File: src/rtl/pwm_timer_pkg.sv
// constants, codes and bus carrier for the pwm timer control registers
// assumes one 100 MHz timer clock and a byte-addressed register port
package pwm_timer_pkg;

    // register byte addresses; the secondary control word holds clear (lane 0) and set (lane 1)
    localparam logic [7:0] ADDR_MAIN = 8'h00;
    localparam logic [7:0] ADDR_SEC_CLR = 8'h04;
    localparam logic [7:0] ADDR_SEC_SET = 8'h05;
    localparam logic [7:0] ADDR_BUSY = 8'h08;

    // main_control fields
    localparam int CAP_LSB = 24;
    localparam int AUTO_LOCK_BIT = 14;
    localparam int RSEL_LSB = 12;
    localparam int STDBY_BIT = 11;
    localparam int DIV_CODE_LSB = 8;
    localparam int RES_LSB = 5;
    localparam int EN_BIT = 1;
    localparam int RST_BIT = 0;

    // secondary_control fields
    localparam int CMD_LSB = 5;
    localparam int IDX_LSB = 3;
    localparam int ONESHOT_BIT = 2;
    localparam int LOCK_BIT = 1;
    localparam int DIR_BIT = 0;

    localparam logic [31:0] MAIN_RST = 32'h00000000;
    localparam logic [7:0] SEC_RST = 8'h00;

    localparam logic [2:0] CMD_NONE = 3'h0;
    localparam logic [2:0] CMD_RETRIGGER = 3'h1;

    localparam logic [1:0] RSEL_TIMER_CLK = 2'h0;
    localparam logic [1:0] RSEL_DIVIDED = 2'h1;
    localparam logic [1:0] RSEL_CLR_DIVIDER = 2'h2;
    localparam logic [1:0] RSEL_RESERVED = 2'h3;

    // terminal counts of the divider for codes 0..7 (divide by 1..1024)
    localparam logic [9:0] DIV_LIMIT [0:7] = '{10'h000, 10'h001, 10'h003, 10'h007,
                                              10'h00F, 10'h03F, 10'h0FF, 10'h3FF};
    // pattern bits used by dithering for resolution codes 0..3
    localparam logic [2:0] DITH_BITS [0:3] = '{3'h0, 3'h4, 3'h5, 3'h6};

    typedef struct packed {
        logic [7:0] addr;
        logic [31:0] wdata;
        logic [3:0] be;
        logic wr;
        logic rd;
    } reg_req_t;

endpackage : pwm_timer_pkg

File: src/rtl/pwm_timer_ctrl.sv
// control registers of the pwm timer: main control, secondary control views, busy status
// assumes a single-cycle register port on ref_clk and level inputs from outside the domain
`timescale 1ns/1ps
`default_nettype none
module pwm_timer_ctrl
(
    input wire logic ref_clk,
    input wire logic resetn,
    input wire pwm_timer_pkg::reg_req_t bus_req,
    output logic [31:0] rd_data,
    input wire logic ovf_evt,
    input wire logic retrig_evt,
    input wire logic standby_req,
    input wire logic access_protect,
    output logic [3:0] capture_select,
    output logic update_lock,
    output logic count_down,
    output logic oneshot_mode,
    output logic timer_running,
    output logic count_tick,
    output logic counter_reload,
    output logic [2:0] dither_bits
);
    import pwm_timer_pkg::*;

    logic [3:0] cap_ff;
    logic auto_lock_ff;
    logic [1:0] rsel_ff;
    logic stdby_ff;
    logic [2:0] div_code_ff;
    logic [1:0] res_ff;
    logic enable_ff;
    logic sw_reset_ff;
    logic [2:0] cmd_ff;
    logic [1:0] idx_ff;
    logic oneshot_ff;
    logic lock_ff;
    logic dir_ff;
    logic en_busy_ff;
    logic reload_pend_ff;
    logic [31:0] rd_data_ff;
    logic running_ff;
    logic tick_ff;
    logic reload_ff;
    logic [2:0] dith_ff;

    logic [3:0] sync_in;
    logic [3:0] sync_out;
    logic timer_on;
    logic rst_sync;
    logic prot_q;
    logic stdby_q;

    // enable, reset, access protect and standby cross; field bits act directly
    assign sync_in = {standby_req, access_protect, sw_reset_ff, enable_ff};
    generate
        for (genvar i = 0; i < 4; i++)
        begin : g_sync
            level_sync3 u_sync
            (
                .ref_clk(ref_clk),
                .resetn(resetn),
                .din(sync_in[i]),
                .dout(sync_out[i])
            );
        end
    endgenerate
    assign timer_on = sync_out[0];
    assign rst_sync = sync_out[1];
    assign prot_q = sync_out[2];
    assign stdby_q = sync_out[3];

    // address decode on word boundaries; lanes pick the byte
    wire main_sel = (bus_req.addr[7:2] == ADDR_MAIN[7:2]);
    wire sec_sel = (bus_req.addr[7:2] == ADDR_SEC_CLR[7:2]);
    wire busy_sel = (bus_req.addr[7:2] == ADDR_BUSY[7:2]);
    wire wr_ok = bus_req.wr && !prot_q;
    wire [31:0] wd = bus_req.wdata;
    wire [3:0] be = bus_req.be;
    wire sw_reset_hit = wr_ok && main_sel && be[0] && wd[RST_BIT];
    wire main_wr = wr_ok && main_sel && !sw_reset_hit;
    wire cfg_wr = main_wr && !enable_ff && !timer_on;
    wire en_wr = main_wr && be[0];
    // both lanes of the same word reach one store
    wire clr_wr = wr_ok && sec_sel && be[ADDR_SEC_CLR[1:0]];
    wire set_wr = wr_ok && sec_sel && be[ADDR_SEC_SET[1:0]];
    wire [7:0] clr_b = wd[8*ADDR_SEC_CLR[1:0] +: 8];
    wire [7:0] set_b = wd[8*ADDR_SEC_SET[1:0] +: 8];
    // reset completes once it has crossed
    wire soft_clr = rst_sync && sw_reset_ff;

    wire tick = tick_ff;
    // reserved code behaves as plain timer-clock reload
    wire [1:0] eff_sel = (rsel_ff == RSEL_RESERVED) ? RSEL_TIMER_CLK : rsel_ff;
    wire cmd_exec = (cmd_ff != CMD_NONE) && tick && timer_on;
    wire retrig = timer_on && (retrig_evt || (cmd_exec && cmd_ff == CMD_RETRIGGER));
    wire lock_evt = auto_lock_ff && timer_on && (ovf_evt || retrig);
    // divider clear only for code 2
    wire div_clr = retrig && (eff_sel == RSEL_CLR_DIVIDER);
    wire run_now = timer_on && (!stdby_q || stdby_ff);
    wire div_tick;

    clock_divider u_div
    (
        .ref_clk(ref_clk),
        .resetn(resetn),
        .run(run_now),
        .clear(div_clr || soft_clr),
        .div_sel(div_code_ff),
        .tick(div_tick)
    );

    logic [7:0] nxt_sec;
    logic [7:0] sec_cur;
    assign sec_cur = {cmd_ff, idx_ff, oneshot_ff, lock_ff, dir_ff};

    // clear view first, then set view, hardware set last
    always_comb
    begin
        nxt_sec = sec_cur;
        if (clr_wr)
        begin
            nxt_sec[2:0] = sec_cur[2:0] & ~clr_b[2:0];
            if (clr_b[IDX_LSB +: 2] != 2'h0)
                nxt_sec[IDX_LSB +: 2] = 2'h0;
            if (clr_b[CMD_LSB +: 3] != 3'h0)
                nxt_sec[CMD_LSB +: 3] = CMD_NONE;
        end
        if (cmd_exec)
            nxt_sec[CMD_LSB +: 3] = CMD_NONE;
        if (set_wr)
        begin
            nxt_sec[2:0] = nxt_sec[2:0] | set_b[2:0];
            if (set_b[IDX_LSB +: 2] != 2'h0)
                nxt_sec[IDX_LSB +: 2] = set_b[IDX_LSB +: 2];
            if (set_b[CMD_LSB +: 3] != 3'h0)
                nxt_sec[CMD_LSB +: 3] = set_b[CMD_LSB +: 3];
        end
        // event set beats a same-cycle clear
        if (lock_evt)
            nxt_sec[LOCK_BIT] = 1'b1;
    end

    // software reset clears every register here
    always_ff @(posedge ref_clk)
    begin
        if (!resetn || soft_clr)
        begin
            {cap_ff, auto_lock_ff, rsel_ff, stdby_ff, div_code_ff, res_ff} <= 13'h0000;
            enable_ff <= MAIN_RST[EN_BIT];
            {cmd_ff, idx_ff, oneshot_ff, lock_ff, dir_ff} <= SEC_RST;
            en_busy_ff <= 1'b0;
        end
        else
        begin
            if (cfg_wr && be[3])
                cap_ff <= wd[CAP_LSB +: 4];
            if (cfg_wr && be[1])
            begin
                auto_lock_ff <= wd[AUTO_LOCK_BIT];
                rsel_ff <= wd[RSEL_LSB +: 2];
                stdby_ff <= wd[STDBY_BIT];
                div_code_ff <= wd[DIV_CODE_LSB +: 3];
            end
            if (cfg_wr && be[0])
                res_ff <= wd[RES_LSB +: 2];
            if (en_wr)
                enable_ff <= wd[EN_BIT];
            if (en_wr)
                en_busy_ff <= 1'b1;
            else if (timer_on == enable_ff)
                en_busy_ff <= 1'b0;
            {cmd_ff, idx_ff, oneshot_ff, lock_ff, dir_ff} <= nxt_sec;
        end
    end

    // reset bit doubles as its busy flag
    // a new reset request beats the clear of the one that is finishing
    always_ff @(posedge ref_clk)
    begin
        if (!resetn)
            sw_reset_ff <= MAIN_RST[RST_BIT];
        else if (sw_reset_hit)
            sw_reset_ff <= 1'b1;
        else if (soft_clr)
            sw_reset_ff <= MAIN_RST[RST_BIT];
    end

    always_ff @(posedge ref_clk)
    begin
        if (!resetn || soft_clr)
        begin
            reload_pend_ff <= 1'b0;
            reload_ff <= 1'b0;
        end
        else
        begin
            reload_ff <= (retrig && eff_sel != RSEL_DIVIDED) || (reload_pend_ff && tick);
            if (retrig && eff_sel == RSEL_DIVIDED)
                reload_pend_ff <= 1'b1;
            else if (tick)
                reload_pend_ff <= 1'b0;
        end
    end

    // one-cycle read answer for any width
    wire [31:0] main_rd = {4'h0, cap_ff, 9'h000, auto_lock_ff, rsel_ff, stdby_ff, div_code_ff,
                           1'b0, res_ff, 3'h0, enable_ff, sw_reset_ff};
    wire [31:0] sec_rd = {16'h0000, sec_cur, sec_cur};
    wire [31:0] busy_rd = {30'h00000000, en_busy_ff, sw_reset_ff};
    // lanes outside the enables read as zero
    wire [31:0] lane_mask = {{8{be[3]}}, {8{be[2]}}, {8{be[1]}}, {8{be[0]}}};
    wire [31:0] rd_sel = main_sel ? main_rd : sec_sel ? sec_rd : busy_sel ? busy_rd : 32'h0;

    always_ff @(posedge ref_clk)
    begin
        if (!resetn)
        begin
            rd_data_ff <= 32'h00000000;
            running_ff <= 1'b0;
            tick_ff <= 1'b0;
            dith_ff <= 3'h0;
        end
        else
        begin
            rd_data_ff <= bus_req.rd ? (rd_sel & lane_mask) : 32'h00000000;
            running_ff <= run_now;
            tick_ff <= div_tick;
            dith_ff <= DITH_BITS[res_ff];
        end
    end

    assign rd_data = rd_data_ff;
    assign capture_select = cap_ff;
    assign update_lock = lock_ff;
    assign count_down = dir_ff;
    assign oneshot_mode = oneshot_ff;
    assign timer_running = running_ff;
    assign count_tick = tick_ff;
    assign counter_reload = reload_ff;
    assign dither_bits = dith_ff;
endmodule : pwm_timer_ctrl
`default_nettype wire

File: src/rtl/level_sync3.sv
// three-stage level synchroniser with agreement filter
// assumes the input may change at any time relative to ref_clk
`timescale 1ns/1ps
`default_nettype none
module level_sync3
(
    input wire logic ref_clk,
    input wire logic resetn,
    input wire logic din,
    output logic dout
);
    import pwm_timer_pkg::*;

    logic s1_ff;
    logic s2_ff;
    logic s3_ff;
    logic out_ff;

    // the first stage feeds only the second; the output moves once stages two and three agree
    always_ff @(posedge ref_clk)
    begin
        if (!resetn)
        begin
            s1_ff <= 1'b0;
            s2_ff <= 1'b0;
            s3_ff <= 1'b0;
            out_ff <= 1'b0;
        end
        else
        begin
            s1_ff <= din;
            s2_ff <= s1_ff;
            s3_ff <= s2_ff;
            if (s2_ff == s3_ff)
                out_ff <= s3_ff;
        end
    end

    assign dout = out_ff;
endmodule : level_sync3
`default_nettype wire

File: src/rtl/clock_divider.sv
// prescaler: free-running divider with a one-cycle tick at the selected ratio
// assumes clear and run come from logic on ref_clk
`timescale 1ns/1ps
`default_nettype none
module clock_divider
(
    input wire logic ref_clk,
    input wire logic resetn,
    input wire logic run,
    input wire logic clear,
    input wire logic [2:0] div_sel,
    output logic tick
);
    import pwm_timer_pkg::*;

    logic [9:0] cnt_ff;
    logic tick_ff;
    logic [9:0] limit;
    logic at_limit;

    assign limit = DIV_LIMIT[div_sel];
    // a ratio change can leave the count above the new limit, so wrap on >=
    assign at_limit = (cnt_ff >= limit);

    always_ff @(posedge ref_clk)
    begin
        if (!resetn || clear)
        begin
            cnt_ff <= 10'h000;
            tick_ff <= 1'b0;
        end
        else
        begin
            tick_ff <= run && at_limit;
            if (run)
                cnt_ff <= at_limit ? 10'h000 : cnt_ff + 10'h001;
        end
    end

    assign tick = tick_ff;
endmodule : clock_divider
`default_nettype wire

File: config.mk
export PLATFORM = sky130hd
export DESIGN_NAME = pwm_timer_ctrl
export DESIGN_NICKNAME = d
export VERILOG_FILES = /design/src/rtl/pwm_timer_pkg.sv /design/src/rtl/pwm_timer_ctrl.sv /design/src/rtl/level_sync3.sv /design/src/rtl/clock_divider.sv
export SDC_FILE = /design/constraint.sdc
export NUM_CORES = 1
export LEC_CHECK = 0
export ABC_AREA = 1
export BUFFER_PORTS_ARGS = -buffer_cell sky130_fd_sc_hd__clkbuf_2
export CORE_UTILIZATION = 47
export CTS_CLUSTER_DIAMETER = 80
export DETAILED_ROUTE_END_ITERATION = 16
export GPL_TIMING_DRIVEN = 0
export PLACE_DENSITY = 0.75
export RECOVER_POWER = 25
export SLEW_MARGIN = 20
export SYNTH_ARGS = -nofsm -noshare
export SYNTH_HDL_FRONTEND = slang
export SYNTH_SLANG_ARGS = --single-unit
File: constraint.sdc
create_clock -name ref_clk -period 1.4 [get_ports ref_clk]
set_input_delay 0.14 -clock ref_clk [delete_from_list [all_inputs] [get_ports ref_clk]]
set_output_delay 0.14 -clock ref_clk [all_outputs]
set_load 0.005 [all_outputs]
==> run_results.csv, run 1 <==
group,metric,value,unit
sta,clock.fmax,629.1,MHz
power_and_ir_drop,power_density,1033,mW/mm2
floorplan,rows,30,
power_and_ir_drop,pwr-share-comb,4.9,%
finish,finalNetCount,613,
finish,diodes,0,
grt,grt_max_degree,14,
yosys,syn_inst,454,
floorplan,start_util,49.62,%
routing,drt_pass1_iterations,4,
finish,final_area,0.004385,mm2
worst_setup_path,critPathCaptureType,"flip-flop",
routing,ant_nets,0,
power_and_ir_drop,peakVddDrop,0.5365,mV
floorplan,core_area,0.006907,mm2
floorplan,dieHeight,87.39,um
placed_design,pre_cts_slack,-0.2383,ns
clock_tree,cts_buffers,9,
placed_design,portBuffers,68,
clock_tree,tritoncts,"done",
finish,fillers,642,
placed_design,globalplace.congestion,0.8823,
routing,vias_per_cell,4.776,
placed_design,place_hpwl,5872,um
finish,multi_input_area,0.001678,mm2
clock_tree,clk_path_buf_depth,2,
yosys,synthesis.area,0.003427,mm2
yosys,yosys_warnings,0,
clock_tree,root_buffer,"clkbuf_8",
finish,final_common_cell,"nand2_1",
routing,dr.first_iter.drc_count,184,
sta,finalSetupViolCount,11,
outcome,status,"finished with violations",
floorplan,boundaryPins,97,
hold_path,hold_class,"in2reg",
grt,overflow,0,
sta,slew_violations,0,
sta,fin_worst_skew,0.01284,ns
finish,layout_common_cells,"nand2_1 (92), dfxtp_1 (75), clkbuf_2 (68), nor2_1 (64), inv_1 (58)",
worst_setup_path,crit_type,"reg2reg",
power_and_ir_drop,p_leak,2.089,nW
grt,grt_pass1_vias,2757,
finish,drive_gt1_share,26.67,%
routing,wire_per_inst,12.43,um
finish,syn_to_final_growth,27.97,%
clock_tree,clock_sinks,78,
yosys,avgSynthCellArea,7.549,um2
yosys,yosysSeqAreaShare,45.56,%
worst_setup_path,worstPathRequired,1.70,ns
power_and_ir_drop,p_clk_share,46.0,%
sta,hold_viol_final,0,
grt,grt_pass1_wl,12690,um
floorplan,chipWidth,87.39,um
worst_setup_path,cp.arrival,1.89,ns
finish,regArea,0.001573,mm2
power_and_ir_drop,internal_power,3.541,mW
power_and_ir_drop,switching_share,21.85,%
sta,fin_ws,-0.1897,ns
yosys,ys_types,35,
clock_tree,clock_latency,0.36,ns
worst_setup_path,startpoint_type,"flip-flop",
routing,routed_wl,8089,um
grt,globalRouteTotalUtil,21.93,%
job,max_cap_viol_count,0,
sta,fin_crit_sh,113.5,%
placed_design,place_area,0.003989,mm2
sta,grt_setup_unrepaired,"true",
clock_tree,clk_pin_slew,0.08,ns
outcome,violations,"setup timing",
grt,antenna_found_initial,0,
yosys,ys_ff_latch,78,
power_and_ir_drop,p_switching,0.9898,mW
power_and_ir_drop,p_seq_share,49.1,%
clock_tree,cts_max_level,3,
sta,period_needed,1.590,ns
worst_setup_path,crit_fanout,7,
routing,vias,3109,
floorplan,die_area,0.007637,mm2
routing,drc,0,
==> final cells by class <==
class,count,share of cell area (%)
sequential,78,35.86
clock buffer,10,3.138
timing repair buffer,73,8.702
clock inverter,6,2.482
tap,96,2.739
multi-input combinational,303,38.26
inverter,61,5.221
buffer,24,3.595
==> per-stage QoR <==
stage / std cells / hold WS (ns) / power [mW] / setup TNS, ns / utilization [%]
after floorplan: 465 / 0.2376 / 2.394 / -0.009978 / -
after global placement: 629 / 0.3223 / 2.482 / -1.694 / 57.75
after detailed placement: 629 / 0.3258 / 2.485 / -2.365 / 57.75
after CTS: 649 / 0.0002638 / 4.529 / -1.798 / 62.57
after global routing: 651 / 0.002975 / 4.661 / -2.817 / 63.50
final: 651 / 0.01244 / 4.531 / -1.869 / 63.50
==> repair_timing <==
action | CTS | global route
endpoints found under the setup margin | 14 | 25
buffers inserted | 2 | 1
pin swaps | 1 | 14
cloned | 0 | 1
gates resized for setup | 9 | 21
endpoints found under the hold margin | 2 | 0
hold buffers | 2 | 0
==> Yosys cell counts, drive strengths merged <==
master	number	area [um2]
conb	1	3.750
o21a	1	7.510
ha	11	137.6
o21ai	11	55.05
nor3	8	45.04
dfxtp	78	1562
o22ai	1	6.260
nand2	100	380.4
nand3b	3	22.52
clkbuf	3	11.26
o21bai	1	7.510
xnor2	2	17.52
buf	21	151.4
nor2	76	321.6
xor2	3	26.28
and2	1	6.260
nand4	19	140.1
a21oi	31	162.7
or2	1	6.260
a211oi	4	30.03
inv	61	229.0
nand3	17	97.60
==> logic make-up after synthesis <==
family          count (synthesis)  share of synthesized area, %
flops                          78                         45.56
buf+inv                        85                         11.43
compound gates                 49                         7.850
other cells                     1                        0.1094
fa+ha+maj                      11                         4.016
xor+xnor                        5                         1.278
simple gates                  225                         29.76
==> power groups by stage <==
stage	Clock, mW	Combinational, mW	Sequential, mW
2_1_floorplan	0	0.116	2.28
6_report	2.08	0.224	2.22
5_1_grt	2.19	0.244	2.23
3_3_place_gp	0	0.203	2.28
4_1_cts	2.09	0.214	2.22
3_5_place_dp	0	0.206	2.28
==> layer usage <==
metal	up-vias	GRT usage (%)	wire [um]
met5	-	0	0
met4	0	9.091	147
met3	14	5.403	504
met2	102	37.86	3831
met1	1388	25.88	3605
li1	1605	-	-
==> critical path, stage by stage (launching register included) <==
cell and delay (ns):
dfxtp_4 0.40, o21ai_4 0.22, ha_4 0.24, nand2_4 0.07
inv_2 0.03, nand2_2 0.04, nand2_1 0.04, nand2_1 0.09
nand3_2 0.10, nand2_4 0.11, nand2_4 0.08, nor2_2 0.10
==> flip-flops by register name, indices dropped and copies added (netlist names), 2 cells and up <==
register and cells:
rd_data 20, u_div.cnt_ff 10, capture_select 4, g_sync.u_sync.dout 4
g_sync.u_sync.s1_ff 4, g_sync.u_sync.s2_ff 4, g_sync.u_sync.s3_ff 4, cmd_ff 3
dither_bits 3, div_code_ff 3, idx_ff 2, res_ff 2
rsel_ff 2
==> final timing paths <==
path	from	to	slack [ns]	cells past startpoint
worst max register to register	div_code_ff[1]	u_div.cnt_ff[7]	-0.19	11
worst min-delay path	bus_req[31]	capture_select[1]	0.01	3
worst min register to register	g_sync[1].u_sync.s1_ff	g_sync[1].u_sync.s2_ff	0.41	2
worst max-delay path	div_code_ff[1]	u_div.cnt_ff[7]	-0.19	11
(Power assumes the default switching activity.)
==> run 2: changes to the inputs <==
--- a/config.mk
+++ b/config.mk
@@ -11,7 +11,7 @@
 export CTS_CLUSTER_DIAMETER = 80
 export DETAILED_ROUTE_END_ITERATION = 16
 export GPL_TIMING_DRIVEN = 0
-export PLACE_DENSITY = 0.75
+export PLACE_DENSITY = 0.81
 export RECOVER_POWER = 25
 export SLEW_MARGIN = 20
 export SYNTH_ARGS = -nofsm -noshare
==> run 2 against run 1 <==
  * The run still ends with setup timing left
  * Register-to-register slack worse by 0.04 ns
  * Fmax down 2.4%
  * Sequential power about the same
  * Clock-buffer cell count up 2
  * Final cell count up 0.15%
  * Final area down 0.34%
  * Sequential cell count unchanged
  * Clock skew down 0.0043 ns
  * Non-clock buffer count up 1
  * Routed wire length up 0.33%
  * Sequential share of layout area up 0.12 points
  * Via count up 2.1%
  * Critical path type unchanged
  * Largest cell class unchanged
  * Largest power group unchanged
==> run_results.csv, run 2 (synthesis results as in run 1) <==
group,metric,value,unit
placed_design,place_hpwl,5798,um
worst_setup_path,cp.depth,11,
grt,globalRouteTotalUtil,21.42,%
routing,ant_nets,0,
sta,grt_setup_unrepaired,"true",
power_and_ir_drop,p_seq_share,51.7,%
worst_setup_path,cp.arrival,1.92,ns
finish,final_common_cell,"nand2_1",
sta,slew_violations,0,
outcome,status,"finished with violations",
routing,wire_per_inst,12.45,um
outcome,violations,"setup timing",
finish,largest_reg_flops,20,
power_and_ir_drop,p_clk_share,43.3,%
worst_setup_path,critPathCaptureType,"flip-flop",
worst_setup_path,r2r_slack,-0.23,ns
clock_tree,root_buffer,"clkbuf_8",
finish,drive_gt1_share,26.44,%
sta,hold_viol_final,0,
floorplan,rows,30,
power_and_ir_drop,peakVddDrop,0.4011,mV
hold_path,hold_class,"in2reg",
placed_design,portBuffers,68,
grt,grt_pass1_wl,12600,um
floorplan,dieHeight,87.39,um
routing,routed_wl,8116,um
power_and_ir_drop,p_switching,0.9663,mW
sta,finalSetupViolCount,11,
finish,syn_to_final_growth,27.53,%
finish,layout_common_cells,"nand2_1 (94), dfxtp_1 (75), clkbuf_2 (67), nor2_1 (65), inv_1 (58)",
clock_tree,cts_max_level,3,
clock_tree,tritoncts,"done",
worst_setup_path,worstPathRequired,1.69,ns
worst_setup_path,path_buf_inv,1,
clock_tree,clock_sinks,78,
sta,fin_crit_sh,116.3,%
grt,grt_pass1_vias,2792,
routing,drc,0,
floorplan,chipWidth,87.39,um
routing,dr.first_iter.drc_count,181,
placed_design,globalplace.congestion,0.8723,
finish,diodes,0,
job,max_cap_viol_count,0,
floorplan,core_area,0.006907,mm2
placed_design,place_inst,629,
worst_setup_path,crit_fanout,7,
worst_setup_path,r2r_cells,11,
hold_path,hold_path_depth,3,
worst_setup_path,startpoint_type,"flip-flop",
floorplan,start_util,49.62,%
finish,fin_util,63.28,%
floorplan,boundaryPins,97,
worst_setup_path,slowest_stage,"dfxtp_4",
worst_setup_path,crit_top_cell,"nand2_1",
worst_setup_path,crit_chain,"o21ai_4 -> ha_4 -> nand2_2 -> inv_2 -> nand2_1 -> nand2_1 -> nand2_1 -> nand3_2 -> nand2_4 -> nand2_4 -> nor2_1",
sta,fin_worst_skew,0.008558,ns
worst_setup_path,cpPeakStageDelay,0.40,ns
power_and_ir_drop,switching_share,22.45,%
worst_setup_path,crit_type,"reg2reg",
grt,grt_max_degree,14,
worst_setup_path,crit_family,"simple AND/OR/NAND/NOR gates",
sta,period_needed,1.628,ns
routing,drt_pass1_iterations,5,
clock_tree,clk_path_buf_depth,2,
sta,fin_ws,-0.2283,ns
clock_tree,clk_pin_slew,0.08,ns
finish,stdcell_count,652,
routing,vias_per_cell,4.868,
sta,tns,-2.403,ns
power_and_ir_drop,pwr-share-comb,5.0,%
clock_tree,cts_buffers,9,
sta,clock.fmax,614.1,MHz
grt,antenna_found_initial,0,
power_and_ir_drop,p_leak,2.085,nW
clock_tree,clock_latency,0.35,ns
grt,overflow,0,
floorplan,die_area,0.007637,mm2
power_and_ir_drop,power_density,984.9,mW/mm2
power_and_ir_drop,internal_power,3.338,mW
finish,finalNetCount,614,
power_and_ir_drop,power,4.305,mW
routing,vias,3174,
==> run 2: cell count changes in the layout (fill, tap and decap cells not counted), sizes merged <==
cell	delta
clkbuf	+2
clkinv	-1
buf	+1
clkinvlp	+1
bufinv	-2
==> run 2: worst paths after layout <==
| path | end | start |
|---|---|---|
| min reg2reg | dither_bits[0] | res_ff[0] |
| max reg2reg | u_div.cnt_ff[9] | div_code_ff[1] |
| max | u_div.cnt_ff[9] | div_code_ff[1] |
| min | capture_select[1] | bus_req[31] |
==> run 2: tightest hold or removal path: cells and delay by family <==
| kind | cells | cell delay [ns] |
|---|---|---|
| and+or+nand+nor | 2 | 0.11 |
| buffers and inverters | 1 | 0.08 |
==> run 2: cell type report <==
class                   instances  area, um2
fillers                       619       2536
multi-input cells             303       1674
clock buffers                  12      176.4
plain buffers                  24      156.4
flip-flops and latches         78       1573
well taps                      96      120.1
repair buffers                 74      390.4
inverters                      61      229.0
clock inverters                 4      51.30
==> run 2: stage by stage <==
step / worst slack [ns] / cell area (um2) / hold WS [ns]
3_5_place_dp: -0.2875 / 3989 / 0.3247
4_1_cts: -0.1750 / 4308 / 0.01625
5_1_grt: -0.3090 / 4370 / 0.03293
2_1_floorplan: -0.009978 / 3528 / 0.2376
6_report: -0.2283 / 4370 / 0.01975
3_3_place_gp: -0.1657 / 3989 / 0.3274
==> run 2: power by group through the flow <==
stage	combinational [mW]	sequential (mW)	clock, mW
after floorplan	0.116	2.28	0
after global placement	0.202	2.28	0
after detailed placement	0.204	2.28	0
after CTS	0.216	2.22	1.87
after global routing	0.239	2.23	1.97
final	0.217	2.22	1.86
==> run 2: metal layers <==
| metal | wire length [um] | share of wire [%] | track usage [%] |
|---|---|---|---|
| met1 | 3521 | 43 | 25.51 |
| met2 | 4066 | 50 | 37.86 |
| met3 | 355 | 4.4 | 3.697 |
| met4 | 172 | 2.1 | 8.942 |
| met5 | 0 | 0 | 0 |
==> run 2: timing repair <==
item | 4_1_cts | 5_1_grt
pin swaps | 5 | 8
hold buffers | 2 | 0
gates cloned | 1 | 1
gates resized for setup | 11 | 15
hold endpoints to repair | 2 | 0
buffers inserted | 3 | 0
setup endpoints to repair | 12 | 25
